$ cat config.mk
export PLATFORM = sky130hd
export DESIGN_NAME = asu_top
export DESIGN_NICKNAME = d
export VERILOG_FILES = /design/src/core/asu_fifo_note.sv /design/src/core/asu_pkg.sv /design/src/core/asu_top.sv
export VERILOG_INCLUDE_DIRS = /design/src /design/src/core
export SDC_FILE = /design/constraint.sdc
export NUM_CORES = 1
export LEC_CHECK = 0
export ABC_AREA = 1
export BUFFER_PORTS_ARGS = -buffer_cell sky130_fd_sc_hd__buf_2
export CORE_ASPECT_RATIO = 0.6
export CORE_MARGIN = 4
export CORE_UTILIZATION = 60
export DETAILED_ROUTE_END_ITERATION = 16
export MAX_ROUTING_LAYER = met4
export PLACE_DENSITY = 0.78
export SLEW_MARGIN = 20
export SYNTH_ARGS = -nofsm -noshare
export SYNTH_HDL_FRONTEND = slang
export SYNTH_SLANG_ARGS = --single-unit
$ cat constraint.sdc
create_clock -name clk -period 5.74 [get_ports clk]
set_input_delay 0.287 -clock clk [delete_from_list [all_inputs] [get_ports clk]]
set_output_delay 0.287 -clock clk [all_outputs]
set_load 0.05 [all_outputs]
$ cat src/core/asu_defines.svh
// Offsets, field positions, reset values and codes of the async serial unit
`ifndef ASU_DEFINES_SVH
`define ASU_DEFINES_SVH

// ****************************************
// Register offsets
// ****************************************
`define ASU_OFS_MODE 16'hFF50
`define ASU_OFS_RXB 16'hFF51
`define ASU_OFS_ERR 16'hFF53
`define ASU_OFS_TXST 16'hFF54
`define ASU_OFS_TXB 16'hFF55
`define ASU_OFS_DIV 16'hFF56
`define ASU_OFS_CTRL 16'hFF58

// ****************************************
// Field positions
// ****************************************
`define ASU_MODE_POWER 7
`define ASU_MODE_TXE 6
`define ASU_MODE_RXE 5
`define ASU_MODE_PSH 4
`define ASU_MODE_PSL 3
`define ASU_MODE_CL 2
`define ASU_MODE_SL 1
`define ASU_CTRL_BRF 7
`define ASU_CTRL_BRT 6
`define ASU_CTRL_DIR 1
`define ASU_CTRL_INV 0
`define ASU_ERR_PE 2
`define ASU_ERR_FE 1
`define ASU_ERR_OVE 0
`define ASU_TXST_BF 1
`define ASU_TXST_SF 0

// ****************************************
// Reset values and codes
// ****************************************
`define ASU_MODE_RST 8'h01
`define ASU_CTRL_RST 8'h16
`define ASU_DIV_RST 8'hFF
`define ASU_PAR_NONE 2'h0
`define ASU_PAR_ZERO 2'h1
`define ASU_PAR_ODD 2'h2
`define ASU_PAR_EVEN 2'h3
`define ASU_LAST_8BIT 3'h7
`define ASU_LAST_7BIT 3'h6
`define ASU_MASK_8BIT 8'hFF
`define ASU_MASK_7BIT 8'h7F

`endif

$ cat src/core/asu_fifo_note.sv
// The transmit FIFO module sits in asu_top.sv beside the unit that uses it

$ cat src/core/asu_pkg.sv
// Types shared by the async serial unit
package asu_pkg;

  // ****************************************
  // Register port request
  // ****************************************
  typedef struct packed {
    logic [15:0] addr; // Byte address
    logic [7:0] wdata; // Write data
    logic wr; // Write strobe
    logic rd; // Read strobe
  } asu_reg_req_type;

  // ****************************************
  // Frame sequencer states
  // ****************************************
  typedef enum logic [2:0] {
    ASU_IDLE,
    ASU_START,
    ASU_DATA,
    ASU_PAR,
    ASU_STOP
  } asu_state_type;

endpackage

$ cat src/core/asu_top.sv
// Async serial unit: mode registers, transmit FIFO, frame transmitter and receiver
// Notes on behaviour
// RQ1: All three bits clear means stop mode.
// RQ2: Mode register resets to 01H.
// RQ3: Power off stops and resets unit internals.
// RQ4: Transmit enable off resets transmitter synchronously.
// RQ5: Receive enable off resets receiver synchronously.
// RQ6: Power off: output high, input seen high.
// RQ7: Power off clears status, break bits, buffer.
// RQ8: Software sequences power and enables correctly.
// RQ9: One byte per frame, full duplex.
// RQ10: Software configures in order; buffer write sends.
// RQ11: Pins owned only when powered and enabled.
// RQ12: Start, 7/8 bits, optional parity, 1/2 stops.
// RQ13: Length, parity, stops from mode register.
// RQ14: Control bit 1 picks LSB or MSB first.
// RQ15: Control bit 0 inverts serial output.
// RQ16: Even parity transmit makes total ones even.
// RQ17: Even parity receive errors on odd count.
// RQ18: Odd parity transmit makes total ones odd.
// RQ19: Odd parity receive errors on even count.
// RQ20: Zero parity sends 0, never checks.
// RQ21: No parity: no bit, no error.
// RQ22: Software keeps parity zero on LIN.
// RQ23: Transmit done pulses right after last stop.
// RQ24: Receiver checks only one stop bit.
// RQ25: Software disables before changing order/polarity.
// RQ26: Parity follows data; line idles high.
`timescale 1ns/1ps
`include "asu_defines.svh"

// ****************************************
// Synchronous FIFO
// ****************************************
module asu_fifo #(
  parameter int WIDTH = 8,
  parameter int DEPTH = 8
) (
  input wire logic clk, // Clock
  input wire logic rst_b, // Async reset, active low
  input wire logic clr, // Sync clear
  input wire logic in_valid, // Push request
  output logic in_ready, // Not full
  input wire logic [WIDTH-1:0] in_data, // Push data
  output logic out_valid, // Not empty
  input wire logic out_ready, // Pop request
  output logic [WIDTH-1:0] out_data // Head word
);
  localparam int AW = $clog2(DEPTH);
  logic [WIDTH-1:0] mem [DEPTH]; // Storage
  logic [AW-1:0] wp_r; // Write pointer
  logic [AW-1:0] rp_r; // Read pointer
  logic [AW:0] cnt_r; // Fill level
  wire push = in_valid && in_ready;
  wire pop = out_valid && out_ready;

  assign in_ready = (32'(cnt_r) != DEPTH); // Full only at DEPTH words
  assign out_valid = (cnt_r != '0);
  assign out_data = mem[rp_r];

  // Storage write
  always_ff @(posedge clk) begin
    if (push) begin
      mem[wp_r] <= in_data;
    end
  end

  // Pointers and level
  always_ff @(posedge clk or negedge rst_b) begin
    if (!rst_b) begin
      wp_r <= '0;
      rp_r <= '0;
      cnt_r <= '0;
    end else if (clr) begin
      wp_r <= '0;
      rp_r <= '0;
      cnt_r <= '0;
    end else begin
      wp_r <= push ? AW'(32'(wp_r) + 1 == DEPTH ? 0 : 32'(wp_r) + 1) : wp_r;
      rp_r <= pop ? AW'(32'(rp_r) + 1 == DEPTH ? 0 : 32'(rp_r) + 1) : rp_r;
      cnt_r <= (AW+1)'(32'(cnt_r) + 32'(push) - 32'(pop));
    end
  end
endmodule // asu_fifo

// ****************************************
// Top
// ****************************************
module asu_top #(
  parameter int FIFO_DEPTH = 8
) (
  input wire logic clk, // 100 MHz clock
  input wire logic rst_b, // Chip reset, active low
  input wire asu_pkg::asu_reg_req_type reg_req, // Register access
  output logic [7:0] reg_rdata, // Read data, one cycle after rd
  input wire logic serial_in_pin, // Receive line
  output logic serial_out_pin, // Transmit line level
  output logic serial_out_sel, // Output pin owned by unit
  output logic serial_in_sel, // Input pin owned by unit
  output logic tx_buf_ready, // Transmit FIFO can take a byte
  output logic transmit_done_irq, // Frame sent pulse
  output logic receive_done_irq // Frame received pulse
);
  import asu_pkg::*;

  // ****************************************
  // Registers and decode
  // ****************************************
  logic [7:0] mode_r; // Operation mode
  logic [5:0] ctrl_r; // Control low bits
  logic brk_r; // Break trigger pending
  logic [7:0] div_r; // Baud divisor
  logic [2:0] err_r; // Receive error status
  logic [7:0] rxb_r; // Receive buffer
  logic rx_full_r; // Receive buffer unread
  logic [7:0] rdata_r; // Read data
  logic seen_mode_wr_r; // Mode written since reset

  wire wr_mode = reg_req.wr && (reg_req.addr == `ASU_OFS_MODE);
  wire wr_ctrl = reg_req.wr && (reg_req.addr == `ASU_OFS_CTRL);
  wire wr_div = reg_req.wr && (reg_req.addr == `ASU_OFS_DIV);
  wire wr_txb = reg_req.wr && (reg_req.addr == `ASU_OFS_TXB);
  wire rd_rxb = reg_req.rd && (reg_req.addr == `ASU_OFS_RXB);
  wire rd_err = reg_req.rd && (reg_req.addr == `ASU_OFS_ERR);
  wire power = mode_r[`ASU_MODE_POWER];
  wire tx_on = power && mode_r[`ASU_MODE_TXE]; // see RQ11
  wire rx_on = power && mode_r[`ASU_MODE_RXE]; // see RQ11
  wire unit_rst_b = rst_b && power; // see RQ3
  wire [1:0] par_mode = mode_r[`ASU_MODE_PSH:`ASU_MODE_PSL]; // see RQ13
  wire [2:0] char_last = mode_r[`ASU_MODE_CL] ? `ASU_LAST_8BIT : `ASU_LAST_7BIT; // see RQ12
  wire [7:0] char_mask = mode_r[`ASU_MODE_CL] ? `ASU_MASK_8BIT : `ASU_MASK_7BIT;
  wire lsb_first = ctrl_r[`ASU_CTRL_DIR];
  wire [8:0] bit_last = 9'({div_r, 1'b0} - 9'h001); // Two divisor counts per bit
  wire [8:0] half_last = 9'({1'b0, div_r} - 9'h001);

  // Mode register
  always_ff @(posedge clk or negedge rst_b) begin
    if (!rst_b) begin
      mode_r <= `ASU_MODE_RST; // see RQ2
    end else if (wr_mode) begin
      mode_r <= reg_req.wdata;
    end
  end

  // Control, divisor and mode-write tracker
  always_ff @(posedge clk or negedge rst_b) begin
    if (!rst_b) begin
      ctrl_r <= 6'(`ASU_CTRL_RST);
      div_r <= `ASU_DIV_RST;
      seen_mode_wr_r <= 1'b0;
    end else begin
      ctrl_r <= wr_ctrl ? reg_req.wdata[5:0] : ctrl_r;
      div_r <= wr_div ? reg_req.wdata : div_r;
      seen_mode_wr_r <= seen_mode_wr_r || wr_mode;
    end
  end

  // Break trigger, held clear while unpowered
  always_ff @(posedge clk or negedge unit_rst_b) begin
    if (!unit_rst_b) begin
      brk_r <= 1'b0; // see RQ7
    end else if (wr_ctrl) begin
      brk_r <= reg_req.wdata[`ASU_CTRL_BRT] && rx_on;
    end
  end

  // ****************************************
  // Transmit path
  // ****************************************
  asu_state_type tx_st_r, tx_st_nxt; // Transmit state
  logic [8:0] tx_cnt_r, tx_cnt_nxt; // Bit timer
  logic [2:0] tx_idx_r, tx_idx_nxt; // Bit index
  logic [7:0] tx_data_r, tx_data_nxt; // Shifting byte
  logic tx_done_r, tx_done_nxt; // Done pulse
  logic tx_out_r; // Registered line level
  logic tx_pop; // FIFO pop
  logic tx_frame_bit; // Current frame bit
  wire fifo_valid;
  wire [7:0] fifo_data;
  wire tx_tick = (tx_cnt_r == bit_last);
  wire [2:0] tx_pos = lsb_first ? tx_idx_r : 3'(char_last - tx_idx_r); // see RQ14
  wire tx_ones = ^(tx_data_r & char_mask);
  wire tx_par = (par_mode == `ASU_PAR_EVEN) ? tx_ones : // see RQ16
                (par_mode == `ASU_PAR_ODD) ? !tx_ones : 1'b0; // see RQ18 // see RQ20
  wire [2:0] stop_last = {2'b00, mode_r[`ASU_MODE_SL]};

  asu_fifo #(.WIDTH(8), .DEPTH(FIFO_DEPTH)) u_txfifo (
    .clk(clk),
    .rst_b(unit_rst_b),
    .clr(!mode_r[`ASU_MODE_TXE]),
    .in_valid(wr_txb),
    .in_ready(tx_buf_ready),
    .in_data(reg_req.wdata),
    .out_valid(fifo_valid),
    .out_ready(tx_pop),
    .out_data(fifo_data)
  );

  // Frame bit chosen by state; idle and stop are high
  always_comb begin
    case (tx_st_r)
      ASU_START: tx_frame_bit = 1'b0;
      ASU_DATA: tx_frame_bit = tx_data_r[tx_pos];
      ASU_PAR: tx_frame_bit = tx_par; // see RQ26
      default: tx_frame_bit = 1'b1; // see RQ26
    endcase
  end

  // Transmit sequencer
  always_comb begin
    tx_st_nxt = tx_st_r;
    tx_idx_nxt = tx_idx_r;
    tx_data_nxt = tx_data_r;
    tx_done_nxt = 1'b0;
    tx_pop = 1'b0;
    tx_cnt_nxt = (tx_tick || tx_st_r == ASU_IDLE) ? 9'h000 : 9'(tx_cnt_r + 9'h001);
    case (tx_st_r)
      ASU_IDLE: begin
        if (fifo_valid && tx_on) begin // see RQ10
          tx_pop = 1'b1;
          tx_data_nxt = fifo_data;
          tx_st_nxt = ASU_START;
        end
      end
      ASU_START: begin
        if (tx_tick) begin
          tx_st_nxt = ASU_DATA;
          tx_idx_nxt = 3'h0;
        end
      end
      ASU_DATA: begin
        if (tx_tick && tx_idx_r == char_last) begin // see RQ12
          tx_st_nxt = (par_mode == `ASU_PAR_NONE) ? ASU_STOP : ASU_PAR; // see RQ21
          tx_idx_nxt = 3'h0;
        end else if (tx_tick) begin
          tx_idx_nxt = 3'(tx_idx_r + 3'h1);
        end
      end
      ASU_PAR: begin
        if (tx_tick) begin
          tx_st_nxt = ASU_STOP;
        end
      end
      ASU_STOP: begin
        if (tx_tick && tx_idx_r == stop_last) begin
          tx_st_nxt = ASU_IDLE;
          tx_done_nxt = 1'b1; // see RQ23
        end else if (tx_tick) begin
          tx_idx_nxt = 3'(tx_idx_r + 3'h1);
        end
      end
      default: tx_st_nxt = ASU_IDLE;
    endcase
  end

  // Transmit state, cleared synchronously when disabled
  always_ff @(posedge clk or negedge unit_rst_b) begin
    if (!unit_rst_b) begin
      tx_st_r <= ASU_IDLE;
      tx_cnt_r <= 9'h000;
      tx_idx_r <= 3'h0;
      tx_data_r <= 8'h00;
      tx_done_r <= 1'b0;
    end else if (!mode_r[`ASU_MODE_TXE]) begin
      tx_st_r <= ASU_IDLE; // see RQ4
      tx_cnt_r <= 9'h000;
      tx_idx_r <= 3'h0;
      tx_done_r <= 1'b0;
    end else begin
      tx_st_r <= tx_st_nxt;
      tx_cnt_r <= tx_cnt_nxt;
      tx_idx_r <= tx_idx_nxt;
      tx_data_r <= tx_data_nxt;
      tx_done_r <= tx_done_nxt;
    end
  end

  // Output line, high while unpowered
  always_ff @(posedge clk or negedge unit_rst_b) begin
    if (!unit_rst_b) begin
      tx_out_r <= 1'b1; // see RQ6
    end else begin
      tx_out_r <= tx_frame_bit ^ ctrl_r[`ASU_CTRL_INV]; // see RQ15
    end
  end

  assign serial_out_pin = tx_out_r;
  assign serial_out_sel = tx_on; // see RQ1
  assign serial_in_sel = rx_on; // see RQ1
  assign transmit_done_irq = tx_done_r;

  // ****************************************
  // Receive path
  // ****************************************
  asu_state_type rx_st_r, rx_st_nxt; // Receive state
  logic [8:0] rx_cnt_r, rx_cnt_nxt; // Bit timer
  logic [2:0] rx_idx_r, rx_idx_nxt; // Bit index
  logic [7:0] rx_sh_r, rx_sh_nxt; // Assembled character
  logic rx_par_r, rx_par_nxt; // Received parity bit
  logic rx_end; // Stop bit sampled
  logic rx_done_r; // Done pulse
  wire rx_line = rx_on ? serial_in_pin : 1'b1; // see RQ6
  wire rx_tick = (rx_cnt_r == bit_last);
  wire [2:0] rx_pos = lsb_first ? rx_idx_r : 3'(char_last - rx_idx_r); // see RQ14
  wire rx_ones = ^(rx_sh_r & char_mask) ^ rx_par_r;
  wire rx_pe = ((par_mode == `ASU_PAR_EVEN) && rx_ones) || // see RQ17
               ((par_mode == `ASU_PAR_ODD) && !rx_ones); // see RQ19 // see RQ20
  wire rx_fe = !rx_line; // see RQ24
  wire rx_ove = rx_full_r && !rd_rxb;

  // Receive sequencer; centre of start found after half a bit
  always_comb begin
    rx_st_nxt = rx_st_r;
    rx_idx_nxt = rx_idx_r;
    rx_sh_nxt = rx_sh_r;
    rx_par_nxt = rx_par_r;
    rx_end = 1'b0;
    rx_cnt_nxt = (rx_tick || rx_st_r == ASU_IDLE) ? 9'h000 : 9'(rx_cnt_r + 9'h001);
    case (rx_st_r)
      ASU_IDLE: begin
        if (!rx_line) begin
          rx_st_nxt = ASU_START;
          rx_sh_nxt = 8'h00;
        end
      end
      ASU_START: begin
        if (rx_cnt_r == half_last) begin
          rx_st_nxt = rx_line ? ASU_IDLE : ASU_DATA;
          rx_cnt_nxt = 9'h000;
          rx_idx_nxt = 3'h0;
        end
      end
      ASU_DATA: begin
        if (rx_tick) begin
          rx_sh_nxt[rx_pos] = rx_line; // see RQ9
          rx_idx_nxt = 3'(rx_idx_r + 3'h1);
          if (rx_idx_r == char_last) begin
            rx_st_nxt = (par_mode == `ASU_PAR_NONE) ? ASU_STOP : ASU_PAR; // see RQ21
          end
        end
      end
      ASU_PAR: begin
        if (rx_tick) begin
          rx_par_nxt = rx_line;
          rx_st_nxt = ASU_STOP;
        end
      end
      ASU_STOP: begin
        if (rx_tick) begin
          rx_end = 1'b1; // see RQ24
          rx_st_nxt = ASU_IDLE;
        end
      end
      default: rx_st_nxt = ASU_IDLE;
    endcase
  end

  // Receive state, cleared synchronously when disabled
  always_ff @(posedge clk or negedge unit_rst_b) begin
    if (!unit_rst_b) begin
      rx_st_r <= ASU_IDLE;
      rx_cnt_r <= 9'h000;
      rx_idx_r <= 3'h0;
      rx_sh_r <= 8'h00;
      rx_par_r <= 1'b0;
      rx_done_r <= 1'b0;
    end else if (!mode_r[`ASU_MODE_RXE]) begin
      rx_st_r <= ASU_IDLE; // see RQ5
      rx_cnt_r <= 9'h000;
      rx_idx_r <= 3'h0;
      rx_done_r <= 1'b0;
    end else begin
      rx_st_r <= rx_st_nxt;
      rx_cnt_r <= rx_cnt_nxt;
      rx_idx_r <= rx_idx_nxt;
      rx_sh_r <= rx_sh_nxt;
      rx_par_r <= (par_mode == `ASU_PAR_NONE) ? 1'b0 : rx_par_nxt;
      rx_done_r <= rx_end;
    end
  end

  // Buffer and error flags; a new event wins over a read clear
  always_ff @(posedge clk or negedge unit_rst_b) begin
    if (!unit_rst_b) begin
      rxb_r <= 8'h00; // see RQ7
      rx_full_r <= 1'b0;
      err_r <= 3'h0;
    end else begin
      rxb_r <= (rx_end && !rx_ove) ? rx_sh_r : rxb_r;
      rx_full_r <= rx_end || (rx_full_r && !rd_rxb);
      err_r <= rx_end ? {rx_pe, rx_fe, rx_ove} | (rd_err ? 3'h0 : err_r) :
                        (rd_err ? 3'h0 : err_r);
    end
  end

  assign receive_done_irq = rx_done_r;

  // ****************************************
  // Read port
  // ****************************************
  wire [7:0] txst_val = {6'h00, fifo_valid, tx_st_r != ASU_IDLE};
  wire [7:0] ctrl_val = {brk_r, 1'b0, ctrl_r};
  wire [7:0] rd_val = (reg_req.addr == `ASU_OFS_MODE) ? mode_r :
                      (reg_req.addr == `ASU_OFS_CTRL) ? ctrl_val :
                      (reg_req.addr == `ASU_OFS_DIV) ? div_r :
                      (reg_req.addr == `ASU_OFS_RXB) ? rxb_r :
                      (reg_req.addr == `ASU_OFS_ERR) ? {5'h00, err_r} :
                      (reg_req.addr == `ASU_OFS_TXST) ? txst_val : 8'h00;

  // Read data register
  always_ff @(posedge clk or negedge rst_b) begin
    if (!rst_b) begin
      rdata_r <= 8'h00;
    end else if (reg_req.rd) begin
      rdata_r <= rd_val;
    end
  end

  assign reg_rdata = rdata_r;
endmodule // asu_top

==> summary.txt, run 1 <==
Synthesis
  • Synthesized area per cell: 8.543 um2
  • Unique cell type count in the Yosys netlist: 47
  • Synthesized area: 8765 um2
  • Synth top area share: 25.70%
  • Area leader, netlist: dfrtp_1
  • EDFF count, synth: 64
  • Asr flop ratio synth: 61.68%
  • Main synth FF type: dfrtp_1
  • Syn Nets: 1074
  • #FFs+latches synth: 167
  • Synth Instances: 1026
  • Synth top area cells: dfrtp_1 (26%), edfxtp_1 (22%), nand2_1 (9.8%)
  • Sequential share of the synthesized area: 51.52%
  • Warning count from the yosys run: 0

Timing
  • Endpoints failing setup: 0
  • Fmax: 353.1 MHz
  • Final hold slack: 0.1361 ns
  • Worst Skew: 0.01887 ns
  • RSZ-0062 raised after global routing: false
  • Post-route clock period utilization: 49.33%
  • Setup TNS: 0 ns
  • Slew Limit Fails: 0
  • Post-route minimum period: 2.832 ns
  • Actual slew at the worst max-slew pin: 1.043 ns
  • Worst slew margin: 30.48%
  • Final Hold Fails: 0

Global route
  • First-pass GRT wire length: 36070 um
  • Initial antenna violation count: 0
  • Grt ovf: 0
  • Total GRT Usage: 28.73%
  • Largest net degree at the start of global routing: 45
  • Vias in the first global route: 6733

CTS
  • CTS Buf Count: 17
  • Clock net sink count: 167
  • Worst skew pair latency: 0.44 ns
  • Clock buffer depth: 2
  • CTS resizes: 0
  • Clk slew on worst S/H paths: 0.08 ns
  • TritonCTS clock tree: built
  • Root buffer cell: clkbuf_16
  • H-tree Lvls: 4

Worst setup path
  • CP Buf/Inv Count: 2
  • Startpoint type of the worst setup path: flop
  • Slowest cell on the critical path: dfstp_2
  • CP cell instances: inv_2 > ha_1 > inv_1 > nand2_1 > nand4_1 > nor2_1 > nand2_1 > nor3_2 > nand2_2 > nor2_4 > nand2_2 > nor2_1 > a21oi_2
  • RR Startpoint: div_r[0]
  • Slowest stage delay, CP: 0.64 ns
  • Delay-heaviest family, CP: simple AND/OR/NAND/NOR gates
  • CP endpoint kind: flop
  • Type of the worst setup path: flop to flop
  • Worst EP arrival: 3.15 ns
  • Worst EP required: 6.06 ns
  • Critical path origin: div_r[0]
  • Max FO, Critical Path: 16

Outcome
  • Outcome: finished clean

Detailed routing
  • Drt via density: 5.796
  • Via count: 7384
  • Drt first pass iters: 5
  • Drt total wl: 22030 um
  • Routed Antenna Nets: 0
  • Post-detailed-route wirelength per cell: 17.29 um
  • DRC Markers: 0
  • Iter 0 DRT Violations: 836

Finish
  • Fin util: 70.01%
  • Share of layout cells above drive strength 1: 12.20%
  • Layout area overhead: 11.48%
  • Antenna diodes: 0
  • Final Instance Area: 9771 um2
  • Final net count: 1117

Place
  • DP Wirelength: 15840 um
  • Placed cell areas: 9175 um2
  • Final Wtd Congestion: 0.9586
  • # port buffers: 42

Floorplanning
  • Die H: 101.6 um
  • Top Ports: 43
  • Chip width: 164.0 um
  • Initial Util: 62.80%
  • Die area: 16670 um2
  • Std cell rows: 33
  • CORE AREA: 13960 um2

Hold path
  • Hold crit path type: input pin to flop
  • Hold Path Origin: reg_req[2]

Job
  • Max_cap viols: 0

Power
  • Worst vdd ir: 0.1996 mV
  • PwrDens: 246.3 nW/um2
  • Total power draw: 0.002407 W
  • Leakage: 4.327 nW
-- path summary, 6_finish.rpt --
kind | endpoint | slack [ns] | cells past startpoint
worst max register to register | rxb_r[3] | 2.91 | 13
max in group asynchronous | rx_idx_r[2] | 3.55 | 5
worst min register to register | reg_rdata[6] | 0.49 | 2
worst max-delay path | rxb_r[3] | 2.91 | 13
worst min-delay path | u_txfifo.mem[1][0] | 0.14 | 1
min in group asynchronous | reg_rdata[5] | 0.43 | 2
-- state kept, by name (all words and copies together), names as in the netlist, 4 cells and up --
register        cells
tx_data_r           8
u_txfifo.mem       64
mode_r              8
reg_rdata           8
u_txfifo.cnt_r      4
div_r               8
ctrl_r              6
rxb_r               8
rx_cnt_r            9
rx_sh_r             8
tx_cnt_r            9
-- metrics by stage --
| step | setup WS (ns) | std cells |
|---|---|---|
| after floorplan | 3.301 | 1026 |
| after global placement | 3.035 | 1241 |
| after detailed placement | 2.990 | 1241 |
| after CTS | 2.969 | 1274 |
| after global routing | 2.688 | 1274 |
| final | 2.908 | 1274 |
-- metal layers --
metal	global-route usage (%)	part of all wire (%)	wire, um
met5	-	0	0
met4	5.155	0.95	209
met3	7.523	11	2313
met2	36.00	39	8483
met1	46.35	50	11020
-- cells by family (layout without fill, tap and decap cells) --
group | after synthesis | count (layout) | synth area share (%)
and+or+nand+nor | 497 | 497 | 24.25
muxes | 8 | 8 | 0.9137
AOI/OAI and AO/OA | 157 | 157 | 10.89
buffers and inverters | 145 | 201 | 6.324
xor gates and xnor gates | 33 | 33 | 3.298
adders and majority gates | 19 | 19 | 2.798
DFF | 167 | 167 | 51.52
-- worst reg2reg max path: cells and delay by family, from the launching register on --
| family | cells | cell delay (ns) |
|---|---|---|
| buf+inv | 2 | 0.19 |
| flops | 1 | 0.64 |
| fa+ha+maj | 1 | 0.40 |
| simple gates | 9 | 1.47 |
| compound gates | 1 | 0.05 |
-- synthesized netlist by cell type, types with 2 or more instances --
cell type	instances
ha_1	18
nand4_1	17
o22ai_1	3
inv_2	4
nor4_1	3
xnor2_1	9
dfrtp_1	90
clkbuf_1	22
nand2_2	8
o21ai_0	72
o211ai_1	16
nor3b_1	2
o32ai_1	8
nor2_4	2
o21ai_1	9
nand3_1	71
edfxtp_1	64
o221ai_1	8
or2_2	2
nor2_1	128
mux2i_1	8
nor3_1	24
o2111ai_1	2
inv_1	114
a21oi_1	22
dfstp_2	13
xor2_1	24
nand3_2	2
a21oi_2	9
nor3_2	2
nor2_2	5
a21o_1	2
nand2_1	229
-- timing repair --
action / 4_1_cts / 5_1_grt
hold buffers: 1 / 0
buffers inserted: 0 / 0
endpoints found under the hold margin: 18 / 0
-- placed cells by master (no fill, tap or decap), types with 4 or more instances in the layout --
cell,synthesis,final
nand2_1,229,229
nor2_1,128,128
inv_1,114,113
dfrtp_1,90,90
o21ai_0,72,72
nand3_1,71,71
edfxtp_1,64,64
buf_2,1,42
xor2_1,24,24
a21oi_1,22,22
nor3_1,24,21
ha_1,18,18
nand4_1,17,17
clkbuf_16,0,17
o211ai_1,16,16
dfstp_2,13,13
a21oi_2,9,9
o21ai_1,9,9
xnor2_1,9,9
nand2_2,8,8
o32ai_1,8,8
mux2i_1,8,8
o221ai_1,8,8
buf_4,0,7
inv_2,4,5
nor2_2,5,5
nor3_2,2,5
inv_6,0,4
clkinv_8,0,4
-- final cells by class --
cell class | instances | area, um2
well taps | 192 | 240.2
clock inverters | 14 | 156.4
flip-flops and latches | 167 | 4516
fillers | 1098 | 4185
multi-input cells | 714 | 3710
repair buffers | 50 | 272.8
clock buffers | 18 | 429.2
inverters | 119 | 446.7
-- power by group --
| group | total (W) | switching [W] | internal (W) |
|---|---|---|---|
| Clock | 0.00113 | 0.000550 | 0.000582 |
| Sequential | 0.00124 | 0.000000455 | 0.00124 |
| Combinational | 0.0000343 | 0.0000247 | 0.00000965 |
| Total | 0.00241 | 0.000575 | 0.00183 |
No activity file was read; power rests on OpenSTA's default activity.
==> run 2: changes to the inputs <==
Settings changed: CORE_UTILIZATION 60 to 56, PLACE_DENSITY 0.78 to 0.77.
Clock period 5.74 ns to 2.5 ns, I/O delays scaled along.
==> summary.txt, run 2 (synthesis gave the netlist of run 1 again) <==
Outcome
  • Outcome: finished clean

Detailed routing
  • Drt first pass iters: 7 (+2)
  • Iter 0 DRT Violations: 812 (-2.9%)
  • DRC Markers: 0 (unchanged)
  • Drt via density: 5.706 (-1.5%)
  • Via count: 7504 (+1.6%)
  • Post-detailed-route wirelength per cell: 16.96 um (-1.9%)
  • Routed Antenna Nets: 0 (unchanged)
  • Drt total wl: 22300 um (+1.3%)

Finish
  • Register area: 4516 um2 (unchanged)
  • Final net count: 1147 (+2.7%)
  • Number of flip-flops in the largest register: 64 (unchanged)
  • Share of layout cells above drive strength 1: 15.20% (+3.0 points)
  • Antenna diodes: 0 (unchanged)
  • Top Registers: u_txfifo.mem: 64 flops, rx_cnt_r: 9 flops, tx_cnt_r: 9 flops
  • Most common cell after layout, fill and taps aside: nand2_1
  • Fin util: 66.18% (-3.8 points)
  • Final Instance Count excl. Fillers: 1315 (+3.2%)
  • Fillers: 1233 (+12%)
  • Area of the multi-input gates: 3786 um2 (+2.1%)
  • Most frequent cells in the layout: nand2_1 (228), nor2_1 (121), inv_1 (113)
  • Layout area overhead: 15.73%
  • Largest Register: u_txfifo.mem

Timing
  • Final hold slack: 0.008139 ns (-0.1280 ns)
  • Actual slew at the worst max-slew pin: 0.6367 ns (-0.4062 ns)
  • Final Hold Fails: 0 (unchanged)
  • Worst slew margin: 57.27% (+27 points)
  • Fmax: 427.4 MHz (+21%)
  • Post-route clock period utilization: 93.58% (+44 points)
  • Endpoints failing setup: 0 (unchanged)
  • RSZ-0062 raised after global routing: true
  • Worst Skew: 0.01479 ns (-0.004079 ns)
  • Post-route minimum period: 2.340 ns (-0.4922 ns)
  • Slew Limit Fails: 0 (unchanged)

Power
  • Seq pwr share: 50.6% (-0.9 points)
  • Comb pwr share: 1.5% (about the same)
  • Switching Share: 24.44% (+0.54 points)
  • Clock power frac: 47.9% (+0.9 points)
  • Power Internal: 0.004249 W (+130%)
  • Sw Pwr: 0.001375 W (+140%)
  • Worst vdd ir: 0.4849 mV (+140%)
  • PwrDens: 554.4 nW/um2 (+130%)
  • Leakage: 4.520 nW (+4.5%)

Worst setup path
  • Worst EP required: 2.82 ns (-3.24 ns)
  • CP endpoint kind: flop
  • Critical path origin: u_txfifo.cnt_r[2]
  • Crit Reg-Reg Endpoint: u_txfifo.cnt_r[2]
  • Startpoint type of the worst setup path: flop
  • Worst EP arrival: 2.66 ns (-0.49 ns)
  • Type of the worst setup path: flop to flop
  • R2r worst-path depth: 13 (unchanged)
  • Max FO, Critical Path: 3 (-13)
  • Crit path capture: u_txfifo.cnt_r[2]
  • RR Startpoint: u_txfifo.cnt_r[2]
  • Flop2flop setup slack: 0.16 ns (-2.75 ns)

Global route
  • Grt ovf: 0 (unchanged)
  • Largest net degree at the start of global routing: 41 (-8.9%)
  • Initial antenna violation count: 0 (unchanged)
  • Total GRT Usage: 26.74% (-2.0 points)
  • First-pass GRT wire length: 36540 um (+1.3%)
  • Vias in the first global route: 6968 (+3.5%)

CTS
  • Clk slew on worst S/H paths: 0.08 ns (about the same)
  • CTS Buf Count: 17 (unchanged)
  • Root buffer cell: clkbuf_16
  • H-tree Lvls: 4 (unchanged)
  • TritonCTS clock tree: built
  • Clock net sink count: 167 (unchanged)
  • Worst skew pair latency: 0.44 ns (about the same)
  • Clock buffer depth: 2 (unchanged)

Floorplanning
  • Top Ports: 43 (unchanged)
  • Initial Util: 57.18% (-5.6 points)
  • Std cell rows: 35 (+6.1%)
  • Die area: 17780 um2 (+6.7%)
  • CORE AREA: 15330 um2 (+9.8%)
  • Die H: 104.9 um (+3.2%)
  • Chip width: 169.5 um (+3.3%)

Job
  • Max_cap viols: 0 (unchanged)

Place
  • # port buffers: 42 (unchanged)
  • DP Wirelength: 16180 um (+2.1%)
  • Final Wtd Congestion: 0.9666 (+0.83%)
  • Placed Instances: 1272 (+2.5%)

Hold path
  • Hold Path Origin: reg_req[4]
  • Hold crit path type: input pin to flop
## run 2: routing by layer
| layer | GRT usage (%) | wire, um | vias to the layer above |
|---|---|---|---|
| met2 | 34.29 | 8920 | 347 |
| li1 | - | - | 3581 |
| met4 | 5.342 | 214 | 0 |
| met1 | 43.04 | 10960 | 3553 |
| met5 | - | 0 | - |
| met3 | 6.011 | 2211 | 23 |
## run 2: worst min-delay path by stage
| stage | slack, ns | cells after the start | end |
|---|---|---|---|
| floorplan | -0.17 | 0 | ctrl_r[0] |
| global placement | 0.20 | 2 | reg_rdata[1] |
| detailed placement | 0.20 | 2 | reg_rdata[1] |
| CTS | 0.002 | 1 | u_txfifo.mem[0][2] |
| global route | 0.009 | 1 | u_txfifo.mem[1][2] |
| finish | 0.008 | 1 | u_txfifo.mem[0][2] |
## run 2: layout make-up
cell class              count  area share, %
flip-flops and latches    167          44.52
multi-input cells         714          37.33
repair buffers             80          5.156
inverters                 119          4.404
clock buffers              17          4.194
well taps                 203          2.504
clock inverters            15          1.900
## run 2: worst max-delay path: stages (launching register included)
cell and delay, ns:
dfrtp_1 0.36, inv_1 0.11, ha_1 0.19, nand3_1 0.10, inv_1 0.14, nor2_2 0.07, inv_1 0.07, nor2_2 0.04
ha_1 0.27, inv_1 0.04, ha_1 0.21, fa_1 0.39, o21ai_0 0.18, a21oi_1 0.06
## run 2: what timing repair did
action,in CTS,in global routing
buffers inserted,0,5
pin swaps,1,6
resized for setup,2,22
hold buffers,6,0
endpoints found under the setup margin,9,43
endpoints found under the hold margin,68,0
## run 2: power groups by stage
stage,registers (W),logic (W),clock network (W)
detailed placement,0.00290,0.0000771,0
floorplan,0.00290,0.0000193,0
global route,0.00285,0.0000955,0.00283
finish,0.00285,0.0000845,0.00269
CTS,0.00285,0.0000843,0.00270
global placement,0.00290,0.0000760,0
## run 2: stage by stage
| stage | power, W | TNS (ns) | setup WS [ns] | instance area, um2 |
|---|---|---|---|---|
| final | 0.005624 | 0 | 0.1604 | 10140 |
| after detailed placement | 0.002980 | -0.2044 | -0.05116 | 9336 |
| after global routing | 0.005770 | -0.005856 | -0.005856 | 10140 |
| after CTS | 0.005634 | 0 | 0.03509 | 10020 |
| after floorplan | 0.002923 | 0 | 0.06079 | 8765 |
| after global placement | 0.002979 | 0 | 0.06164 | 9336 |
